--- config.mk ---
export PLATFORM = sky130hd
export DESIGN_NAME = pwm_output_action_control
export DESIGN_NICKNAME = d
export VERILOG_FILES = /design/src/verilog/pwm_action_pkg.sv /design/src/verilog/action_if.sv /design/src/verilog/pwm_output_action_control.sv /design/src/verilog/pwm_output_stage.sv
export SDC_FILE = /design/constraint.sdc
export NUM_CORES = 1
export LEC_CHECK = 0
export BUFFER_PORTS_ARGS = -buffer_cell sky130_fd_sc_hd__buf_2
export CORE_MARGIN = 8
export CORE_UTILIZATION = 58
export DETAILED_ROUTE_END_ITERATION = 10
export GPL_TIMING_DRIVEN = 0
export PLACE_DENSITY_LB_ADDON = 0.08
export SLEW_MARGIN = 20
export SYNTH_ARGS = -nofsm -noshare
export SYNTH_HDL_FRONTEND = slang
export SYNTH_HIERARCHICAL = 1
export SYNTH_SLANG_ARGS = --single-unit
--- constraint.sdc ---
create_clock -name CLK -period 3.76 [get_ports CLK]
set_input_delay 0.752 -clock CLK [delete_from_list [all_inputs] [get_ports CLK]]
set_output_delay 0.752 -clock CLK [all_outputs]
set_load 0.03 [all_outputs]
--- src/verilog/pwm_action_pkg.sv ---
// Constants for the PWM output action block: register map, fields, codes.
// Assumes an AXI4-Lite register bus with 32-bit data.
package pwm_action_pkg;

	// ****************************************************************
	// Register map
	// ****************************************************************
	localparam logic [7:0]  GEN_A_ACTIONS_OFFSET = 8'h60;
	localparam logic [7:0]  GEN_B_ACTIONS_OFFSET = 8'h64;
	localparam logic [7:0]  GEN_CONTROL_OFFSET   = 8'h68;
	localparam logic [7:0]  SYNC_REQUEST_OFFSET  = 8'h6c;
	localparam logic [7:0]  STATUS_OFFSET        = 8'h70;
	localparam logic [11:0] ACTIONS_RESET        = 12'h000;

	// ****************************************************************
	// Fields of the action registers
	// ****************************************************************
	localparam int ACTIONS_WIDTH  = 12;
	localparam int ZERO_LSB       = 0;
	localparam int LOAD_LSB       = 2;
	localparam int CMP_A_RISE_LSB = 4;
	localparam int CMP_A_FALL_LSB = 6;
	localparam int CMP_B_RISE_LSB = 8;
	localparam int CMP_B_FALL_LSB = 10;

	// ****************************************************************
	// Fields of the control register
	// ****************************************************************
	localparam int MODE_BIT       = 0;
	localparam int UPD_A_BIT      = 1;
	localparam int UPD_B_BIT      = 2;
	localparam logic UPD_SYNC     = 1'b1;
	localparam logic MODE_UP_DOWN = 1'b1;

	// ****************************************************************
	// AXI responses
	// ****************************************************************
	localparam logic [1:0] RESP_OKAY   = 2'h0;
	localparam logic [1:0] RESP_SLVERR = 2'h2;

	// Action codes
	typedef enum logic [1:0] {
		ACT_NONE   = 2'h0,
		ACT_INVERT = 2'h1,
		ACT_LOW    = 2'h2,
		ACT_HIGH   = 2'h3
	} action_e;

endpackage

--- src/verilog/action_if.sv ---
// Interface carrying counter events and action setting to one output stage.
// Assumes the events are single-cycle pulses synchronous to the clock.
`timescale 1ns/10ps
interface action_if;
	logic        ev_zero;
	logic        ev_load;
	logic        ev_a_up;
	logic        ev_a_down;
	logic        ev_b_up;
	logic        ev_b_down;
	logic        up_down;
	logic        b_wins;
	logic [11:0] actions;
	logic        level;

	modport ctrl (output ev_zero, ev_load, ev_a_up, ev_a_down, ev_b_up,
		ev_b_down, up_down, b_wins, actions, input level);
	modport stage (input ev_zero, ev_load, ev_a_up, ev_a_down, ev_b_up,
		ev_b_down, up_down, b_wins, actions, output level);
endinterface

--- src/verilog/pwm_output_action_control.sv ---
// Action logic of one PWM generator with its AXI4-Lite register slave.
// Assumes counter event pulses and sync request arrive on CLK.
`timescale 1ns/10ps
module pwm_output_action_control (
	// Clock and reset
	input  wire logic        CLK,
	input  wire logic        NRST,
	// Counter and comparator events
	input  wire logic        ZERO_EVENT,
	input  wire logic        LOAD_EVENT,
	input  wire logic        CMP_A_UP_EVENT,
	input  wire logic        CMP_A_DOWN_EVENT,
	input  wire logic        CMP_B_UP_EVENT,
	input  wire logic        CMP_B_DOWN_EVENT,
	// Synchronous update request from master control
	input  wire logic        SYNC_UPDATE_REQ,
	// Outputs
	output logic             FIRST_OUTPUT_SIGNAL,
	output logic             SECOND_OUTPUT_SIGNAL,
	// AXI4-Lite write address
	input  wire logic [7:0]  AWADDR,
	input  wire logic        AWVALID,
	output logic             AWREADY,
	// AXI4-Lite write data
	input  wire logic [31:0] WDATA,
	input  wire logic [3:0]  WSTRB,
	input  wire logic        WVALID,
	output logic             WREADY,
	// AXI4-Lite write response
	output logic [1:0]       BRESP,
	output logic             BVALID,
	input  wire logic        BREADY,
	// AXI4-Lite read address
	input  wire logic [7:0]  ARADDR,
	input  wire logic        ARVALID,
	output logic             ARREADY,
	// AXI4-Lite read data
	output logic [31:0]      RDATA,
	output logic [1:0]       RRESP,
	output logic             RVALID,
	input  wire logic        RREADY
);
	localparam int AW = pwm_action_pkg::ACTIONS_WIDTH;

	typedef struct packed {
		logic [AW-1:0] a_written_reg;
		logic [AW-1:0] b_written_reg;
		logic [AW-1:0] a_active_reg;
		logic [AW-1:0] b_active_reg;
		logic          a_pending_reg;
		logic          b_pending_reg;
		logic          a_armed_reg;
		logic          b_armed_reg;
		logic [2:0]    control_reg;
		logic          aw_held_reg;
		logic [7:0]    awaddr_reg;
		logic          w_held_reg;
		logic [31:0]   wdata_reg;
		logic [3:0]    wstrb_reg;
		logic          bvalid_reg;
		logic [1:0]    bresp_reg;
		logic          rvalid_reg;
		logic [1:0]    rresp_reg;
		logic [31:0]   rdata_reg;
	} state_s;

	state_s state_reg;
	state_s state_next;

	action_if first_if ();
	action_if second_if ();

	// ****************************************************************
	// Register slave and update control
	// ****************************************************************
	always_comb begin
		logic        do_write;
		logic [31:0] merged;
		logic [31:0] old;
		state_next = state_reg;
		do_write = 1'b0;
		merged = '0;
		old = '0;

		if (AWVALID && !state_reg.aw_held_reg) begin
			state_next.aw_held_reg = 1'b1;
			state_next.awaddr_reg = AWADDR;
		end
		if (WVALID && !state_reg.w_held_reg) begin
			state_next.w_held_reg = 1'b1;
			state_next.wdata_reg = WDATA;
			state_next.wstrb_reg = WSTRB;
		end
		if (state_reg.bvalid_reg && BREADY) begin
			state_next.bvalid_reg = 1'b0;
		end
		if (state_reg.aw_held_reg && state_reg.w_held_reg
				&& !state_reg.bvalid_reg) begin
			do_write = 1'b1;
			state_next.aw_held_reg = 1'b0;
			state_next.w_held_reg = 1'b0;
			state_next.bvalid_reg = 1'b1;
			state_next.bresp_reg = pwm_action_pkg::RESP_OKAY;
		end

		// Synchronous request arms pending updates
		if (SYNC_UPDATE_REQ) begin
			state_next.a_armed_reg = state_reg.a_pending_reg;
			state_next.b_armed_reg = state_reg.b_pending_reg;
		end

		// Zero event commits pending settings per update mode
		if (ZERO_EVENT) begin
			if (state_reg.a_pending_reg && (state_reg.control_reg[
					pwm_action_pkg::UPD_A_BIT] != pwm_action_pkg::UPD_SYNC
					|| state_reg.a_armed_reg)) begin
				state_next.a_active_reg = state_reg.a_written_reg;
				state_next.a_pending_reg = 1'b0;
				state_next.a_armed_reg = 1'b0;
			end
			if (state_reg.b_pending_reg && (state_reg.control_reg[
					pwm_action_pkg::UPD_B_BIT] != pwm_action_pkg::UPD_SYNC
					|| state_reg.b_armed_reg)) begin
				state_next.b_active_reg = state_reg.b_written_reg;
				state_next.b_pending_reg = 1'b0;
				state_next.b_armed_reg = 1'b0;
			end
		end

		if (do_write) begin
			unique case (state_reg.awaddr_reg)
				pwm_action_pkg::GEN_A_ACTIONS_OFFSET:
					old = 32'(state_reg.a_written_reg);
				pwm_action_pkg::GEN_B_ACTIONS_OFFSET:
					old = 32'(state_reg.b_written_reg);
				pwm_action_pkg::GEN_CONTROL_OFFSET:
					old = 32'(state_reg.control_reg);
				default:
					old = '0;
			endcase
			for (int i = 0; i < 4; i++) begin
				merged[i*8 +: 8] = state_reg.wstrb_reg[i]
					? state_reg.wdata_reg[i*8 +: 8] : old[i*8 +: 8];
			end
			unique case (state_reg.awaddr_reg)
				pwm_action_pkg::GEN_A_ACTIONS_OFFSET: begin
					// Latest write replaces any pending value
					state_next.a_written_reg = merged[AW-1:0];
					state_next.a_pending_reg = 1'b1;
				end
				pwm_action_pkg::GEN_B_ACTIONS_OFFSET: begin
					state_next.b_written_reg = merged[AW-1:0];
					state_next.b_pending_reg = 1'b1;
				end
				pwm_action_pkg::GEN_CONTROL_OFFSET:
					state_next.control_reg = merged[2:0];
				pwm_action_pkg::SYNC_REQUEST_OFFSET: begin
					if (state_reg.wstrb_reg[0] && state_reg.wdata_reg[0]) begin
						state_next.a_armed_reg = state_next.a_pending_reg;
						state_next.b_armed_reg = state_next.b_pending_reg;
					end
				end
				default:
					state_next.bresp_reg = pwm_action_pkg::RESP_SLVERR;
			endcase
		end

		// Read channel
		if (state_reg.rvalid_reg && RREADY) begin
			state_next.rvalid_reg = 1'b0;
		end
		if (ARVALID && !state_reg.rvalid_reg) begin
			state_next.rvalid_reg = 1'b1;
			state_next.rresp_reg = pwm_action_pkg::RESP_OKAY;
			unique case (ARADDR)
				pwm_action_pkg::GEN_A_ACTIONS_OFFSET:
					state_next.rdata_reg = 32'(state_reg.a_written_reg);
				pwm_action_pkg::GEN_B_ACTIONS_OFFSET:
					state_next.rdata_reg = 32'(state_reg.b_written_reg);
				pwm_action_pkg::GEN_CONTROL_OFFSET:
					state_next.rdata_reg = 32'(state_reg.control_reg);
				pwm_action_pkg::SYNC_REQUEST_OFFSET:
					state_next.rdata_reg = '0;
				pwm_action_pkg::STATUS_OFFSET:
					state_next.rdata_reg = 32'({state_reg.b_armed_reg,
						state_reg.a_armed_reg, state_reg.b_pending_reg,
						state_reg.a_pending_reg, SECOND_OUTPUT_SIGNAL,
						FIRST_OUTPUT_SIGNAL});
				default: begin
					state_next.rdata_reg = '0;
					state_next.rresp_reg = pwm_action_pkg::RESP_SLVERR;
				end
			endcase
		end
	end

	always_ff @(posedge CLK or negedge NRST) begin
		if (!NRST) begin
			state_reg <= '0;
		end else begin
			state_reg <= state_next;
		end
	end

	// ****************************************************************
	// Output stages
	// ****************************************************************
	always_comb begin
		first_if.ev_zero   = ZERO_EVENT;
		first_if.ev_load   = LOAD_EVENT;
		first_if.ev_a_up   = CMP_A_UP_EVENT;
		first_if.ev_a_down = CMP_A_DOWN_EVENT;
		first_if.ev_b_up   = CMP_B_UP_EVENT;
		first_if.ev_b_down = CMP_B_DOWN_EVENT;
		first_if.up_down   = state_reg.control_reg[pwm_action_pkg::MODE_BIT]
			== pwm_action_pkg::MODE_UP_DOWN;
		first_if.b_wins    = 1'b0;
		first_if.actions   = state_reg.a_active_reg;
		second_if.ev_zero   = ZERO_EVENT;
		second_if.ev_load   = LOAD_EVENT;
		second_if.ev_a_up   = CMP_A_UP_EVENT;
		second_if.ev_a_down = CMP_A_DOWN_EVENT;
		second_if.ev_b_up   = CMP_B_UP_EVENT;
		second_if.ev_b_down = CMP_B_DOWN_EVENT;
		second_if.up_down   = first_if.up_down;
		second_if.b_wins    = 1'b1;
		second_if.actions   = state_reg.b_active_reg;
	end

	pwm_output_stage first_stage (
		.CLK  (CLK),
		.NRST (NRST),
		.act  (first_if.stage)
	);

	pwm_output_stage second_stage (
		.CLK  (CLK),
		.NRST (NRST),
		.act  (second_if.stage)
	);

	assign FIRST_OUTPUT_SIGNAL  = first_if.level;
	assign SECOND_OUTPUT_SIGNAL = second_if.level;

	assign AWREADY = !state_reg.aw_held_reg;
	assign WREADY  = !state_reg.w_held_reg;
	assign BVALID  = state_reg.bvalid_reg;
	assign BRESP   = state_reg.bresp_reg;
	assign ARREADY = !state_reg.rvalid_reg;
	assign RVALID  = state_reg.rvalid_reg;
	assign RRESP   = state_reg.rresp_reg;
	assign RDATA   = state_reg.rdata_reg;
endmodule

--- src/verilog/pwm_output_stage.sv ---
// One output signal: resolves coincident events and applies the action.
// Assumes action settings are already the effective (updated) values.
`timescale 1ns/10ps
module pwm_output_stage (
	// Clock and reset
	input  wire logic CLK,
	input  wire logic NRST,
	// Events and settings
	action_if.stage   act
);
	typedef struct packed {
		logic level_reg;
	} state_s;

	state_s state_reg;
	state_s state_next;

	function automatic logic [1:0] field(input logic [11:0] v, input int lsb);
		field = v[lsb +: 2];
	endfunction

	// ****************************************************************
	// Event priority and action decode
	// ****************************************************************
	always_comb begin
		logic        a_hit;
		logic        b_hit;
		logic [1:0]  code;
		a_hit = act.ev_a_down | (act.up_down & act.ev_a_up);
		b_hit = act.ev_b_down | (act.up_down & act.ev_b_up);
		code = pwm_action_pkg::ACT_NONE;
		if (act.ev_zero) begin
			code = field(act.actions, pwm_action_pkg::ZERO_LSB);
		end else if (act.ev_load) begin
			code = field(act.actions, pwm_action_pkg::LOAD_LSB);
		end else if (a_hit && (!b_hit || !act.b_wins)) begin
			code = act.ev_a_down ? field(act.actions, pwm_action_pkg::CMP_A_FALL_LSB)
				: field(act.actions, pwm_action_pkg::CMP_A_RISE_LSB);
		end else if (b_hit) begin
			code = act.ev_b_down ? field(act.actions, pwm_action_pkg::CMP_B_FALL_LSB)
				: field(act.actions, pwm_action_pkg::CMP_B_RISE_LSB);
		end
		state_next = state_reg;
		unique case (pwm_action_pkg::action_e'(code))
			pwm_action_pkg::ACT_NONE:   state_next.level_reg = state_reg.level_reg;
			pwm_action_pkg::ACT_INVERT: state_next.level_reg = ~state_reg.level_reg;
			pwm_action_pkg::ACT_LOW:    state_next.level_reg = 1'b0;
			pwm_action_pkg::ACT_HIGH:   state_next.level_reg = 1'b1;
		endcase
	end

	always_ff @(posedge CLK or negedge NRST) begin
		if (!NRST) begin
			state_reg <= '0;
		end else begin
			state_reg <= state_next;
		end
	end

	assign act.level = state_reg.level_reg;
endmodule
== After elaboration in Yosys (flattened, before gate mapping) ==
Cells that the tools add are included.
Cells by class
  $add $sub $neg: 0
  multiply operators: 0
  divide/modulo/power cells: 0
  magnitude comparators: 0
  equal/unequal tests: 15
  shifts and indexed selects: 0
  multiplexer cells: 42
  bitwise gates (word level): 8
  reduce and logical (&&, ||, !) cells: 31
Operators with widths (number)
  equality test 8 x 7 -> 1 bit (second input constant): 9
  one-hot mux 12 bit (4 select lines): 1
  two-way mux 37 bit: 1
  two-way mux 2 bit: 18
  two-way mux 35 bit: 1
  one-hot mux 12 bit (2 select lines): 1
  logical AND 1 bit: 11
  two-way mux 1 bit: 11
  AND reduction 2 bit: 5
  two-way mux 9 bit: 1
  equality test 2 bit (second input constant): 4
  two-way mux 4 bit: 2
  two-way mux 8 bit: 1
  nonzero test 2 bit: 4
  two-way mux 7 bit: 1
  two-way mux 3 bit: 2
  one-hot mux 1 bit (3 select lines): 2
  logical NOT 1 bit: 5
  OR reduction 5 bit: 1
  equality test 2 x 1 -> 1 bit (second input constant): 2
  logical NOT 2 bit: 2
  inverter 1 bit: 4
  OR reduction 4 bit: 1
  bitwise AND 1 bit: 2
  2 further kinds: 4
Word-level totals
  register bits after elaboration: 141
  bits in latches: 0
  RAM bits: 0
  bits in read-only memories: 0
  bits of input ports: 66
  output and inout port bits: 43
  memories kept: 0

== Depth between registers and ports, before layout ==
  depth after elaboration: 9
  mapped depth: 6
  depth with buffers taken out: 5

== By module ==
Netlist, hierarchy kept.
Modules (own cells, without submodules)
  pwm_output_action_control: instances 1, cells each 368, area each 4466.8 um^2, seq. area each 2402.3 um^2
  pwm_output_stage: instances 2, cells each 24, area each 192.7 um^2, seq. area each 25.0 um^2

== Worst setup path before layout ==
Ideal clock, no wire load.
  path kind: input to register
  start: in ARADDR[2]
  end: reg state_reg, in the netlist RDATA[5]
  library setup time: 0.092 ns
  data arrival time: 1.910 ns
  setup slack: 1.758 ns
  stages on the path: 5
  path buffers: 2
  path through: buf_6 -> maj3_2 -> or4_4 -> buf_6 -> o31ai_2
Between the ends
  word-level cells in the longest chain between the ends: 2
RTL lines
  start, declared: RTL line pwm_output_action_control.sv:34  | input wire logic [7:0] ARADDR,
  equality test 8 x 7 -> 1 bit: RTL line pwm_output_action_control.sv:175  | unique case (ARADDR)
  one-hot mux 12 bit (4 select lines) *: RTL line pwm_output_action_control.sv:175
  end signal, assigned: RTL line pwm_output_action_control.sv:201  | state_reg <= state_next;
  end, declared: RTL line pwm_output_action_control.sv:67  | state_s state_reg;
Every way passes the cells marked *; elsewhere a longest branch is shown, timed or not.
A chain may end at the register's enable or synchronous reset.

== Final worst setup path ==
  start: in ARADDR[3]
  end: reg state_reg, in the netlist RDATA[8]
Same word-level chain as after synthesis.

==> flow_summary.toml <==
[placement]
io_buffers = 64
hpwlAfterDp_um = 8080
pre_cts_slack_ns = 1.17
place_congestion = 0.808
placed_area_sq_um = 5430
dp_cells = 611

[synth]
syn-cell-area_sq_um = 4850
synth_xor_area_frac = 0.00722
synth_compound_area_frac = 0.114
synth_simple_gate_area_frac = 0.116
synthTopCellsByArea = "dfrtp_1 (51%), mux2_2 (13%), buf_4 (5.9%)"
dominantRegCellSynth = "dfrtp_1"
synth_cell_types = 54
synthArstFlopShare = 1.00
synth_cells = 416
synth_adder_area_share = 0.00232
synth_top_family_by_area = "multiplexers"
ys_seq_area_frac = 0.505
synth_edf_count = 0
avgSynthCellArea_sq_um = 11.7
yosysWarnings = 6
synth_largest_area_cell = "dfrtp_1"
yosysTopAreaCellShare = 0.505
synth_mux_area_frac = 0.173
ys_seq_elements = 98

[critical_path]
cp-start-kind = "primary input"
required_ns = 4.05
cp.arrival_ns = 2.45
crit_path_end_kind = "flop"
critPathMaxFanout = 6
reg2reg_slack_ns = 1.88
worstSetupPathType = "primary input to flop"
rr_startpoint = "state_reg[76]"
r2r_cells = 5
r2r_end = "state_reg[131]"

[timing]
setup_viol = 0
fin_crit_ns = 2.15
slew_violations = 0
skew_ns = 0.0113
hold_viol = 0
worst_slack_ns = 1.61
max_freq_ghz = 0.464
rsz0062_at_grt = "false"
slew_headroom = 0.356
min_period_over_period = 0.573
final.setup.tns_ns = 0
tightestPinTransition_ns = 0.963

[run_status]
outcome = "finished clean"

[floorplan]
core_sq_um = 8180
rows = 33
io_pins = 109
die_y_um = 107
die_area_sq_um = 11500
fp.dieW_um = 107
initial_core_util = 0.594

[clock_tree]
post_cts_buffers = 0
cts.clk_slew.worst_paths_ns = 0.10
max-clock-path-buffers = 2
worstSkewPairLatency_ns = 0.37
clock-sinks = 98
cts_tree = "done"
cts_resized = 0
htreeDepth = 3
hold_buffers = 0
cts_root_buf = "clkbuf_8"
numCtsBuffers = 9

[routing]
num_vias = 3394
via_per_inst = 5.41
drt_iter0_drc = 158
wl_per_cell_um = 16.9
drtAntennaViolNets = 0
firstDrtPassIters = 4
post-route-drc-count = 0
routed_wl_um = 10600

[global_routing]
met2_usage = 0.310
grt_max_degree = 55
grt.busiest_layer = "met2"
track_usage = 0.192
grt_pass1_vias = 3523
grt_use_met1 = 0.254
gr-total-overflow = 0
antenna_found_initial = 0
grt_pass1_wl_um = 17600
use_met3 = 0.0341

[cells_and_area]
fin_nets = 583
instances_no_fill = 627
fillers = 643
stdcell_area_sq_um = 5630
seq_area_sq_um = 2450
drive_above_1_share = 0.381
syn2layout_area_growth_pct = 16.0
multiInputGateArea_sq_um = 2100
antenna_cells = 0
largest_reg_flops = 54

[power]
peakVddDrop_mv = 0.432
power.density_nw_per_um2 = 509
cellLeakagePower_nw = 2.80

[run]
cap_violations = 0

[hold_path]
hold_path_class = "primary input to asynchronous set/reset pin"
[cell type report]
| type | instances | area share |
|---|---|---|
| Buffer | 51 | 0.0645 |
| Inverter | 9 | 0.00600 |
| Timing Repair Buffer | 65 | 0.0629 |
| Clock inverter | 6 | 0.0120 |
| Multi-Input combinational cell | 283 | 0.373 |
| Sequential cell | 98 | 0.436 |
| Clock buffer | 10 | 0.0227 |
| Tap cell | 105 | 0.0233 |
[kinds of logic after synthesis]
kind of cell | Yosys count
xor gates and xnor gates | 4
muxes | 74
and+or+nand+nor | 98
other | 2
adders and majority gates | 1
AOI/OAI and AO/OA | 79
DFF | 98
buffers and inverters | 60
[critical path, stage by stage]
cell,delay (ns)
buf_2,0.13
nor3b_4,0.25
nor3b_1,0.81
a22oi_1,0.30
o21ai_0,0.20
[cells in the final DEF (no fill, tap or decap), types with 11 or more instances in the layout]
master    n
a21oi_1  11
buf_2    68
buf_4    38
conb_1   27
dfrtp_1  98
mux2_2   56
mux2i_1  12
nand2_1  33
nand3_1  11
nor2_1   11
o21ai_0  17
[Yosys cell counts (all sizes together), types with 2 or more instances]
cell type	count
a22o	5
nand3b	4
mux2	62
a22oi	8
mux2i	12
a221oi	3
o211a	2
nor2b	9
conb	2
nor2	11
nand3	11
o221a	2
dfrtp	98
o32ai	2
a211oi	8
xnor2	2
inv	9
nand2b	7
xor2	2
o21ai	20
nor3b	2
a21o	4
a21oi	11
buf	47
nand2	35
or2b	4
nand4	3
and4	3
nor3	3
clkbuf	4
o31ai	10
[layer usage]
metal | up-vias | share of wire
met5 | - | 0
met4 | 0 | 0.0086
met3 | 10 | 0.082
met2 | 121 | 0.47
met1 | 1627 | 0.44
li1 | 1636 | -
[stage by stage]
stage / hold WS [ns] / power (mW) / utilization
after CTS: 0.303 / 2.88 / 0.688
after global placement: 0.461 / 2.16 / 0.660
after global routing: 0.330 / 3.02 / 0.688
after detailed placement: 0.470 / 2.21 / 0.664
final: 0.289 / 2.86 / 0.688
after floorplan: 0.449 / 1.97 / -
[report_power, final]
group	switching, mW	total, mW	internal [mW]
registers	0.184	1.44	1.26
logic	0.399	0.746	0.347
clock network	0.367	0.675	0.309
total	0.950	2.86	1.91
[how the worst max path moves through the flow]
| stage | cells past startpoint | endpoint | from |
|---|---|---|---|
| 6_report | 5 | RDATA[8] | ARADDR[3] |
| 5_1_grt | 5 | RDATA[11] | ARADDR[0] |
| 2_1_floorplan | 5 | RDATA[5] | ARADDR[2] |
| 4_1_cts | 5 | RDATA[9] | ARADDR[0] |
| 3_5_place_dp | 5 | RDATA[9] | ARADDR[0] |
| 3_3_place_gp | 1 | RDATA[10] | NRST |
No activity file was read; power rests on OpenSTA's default activity.
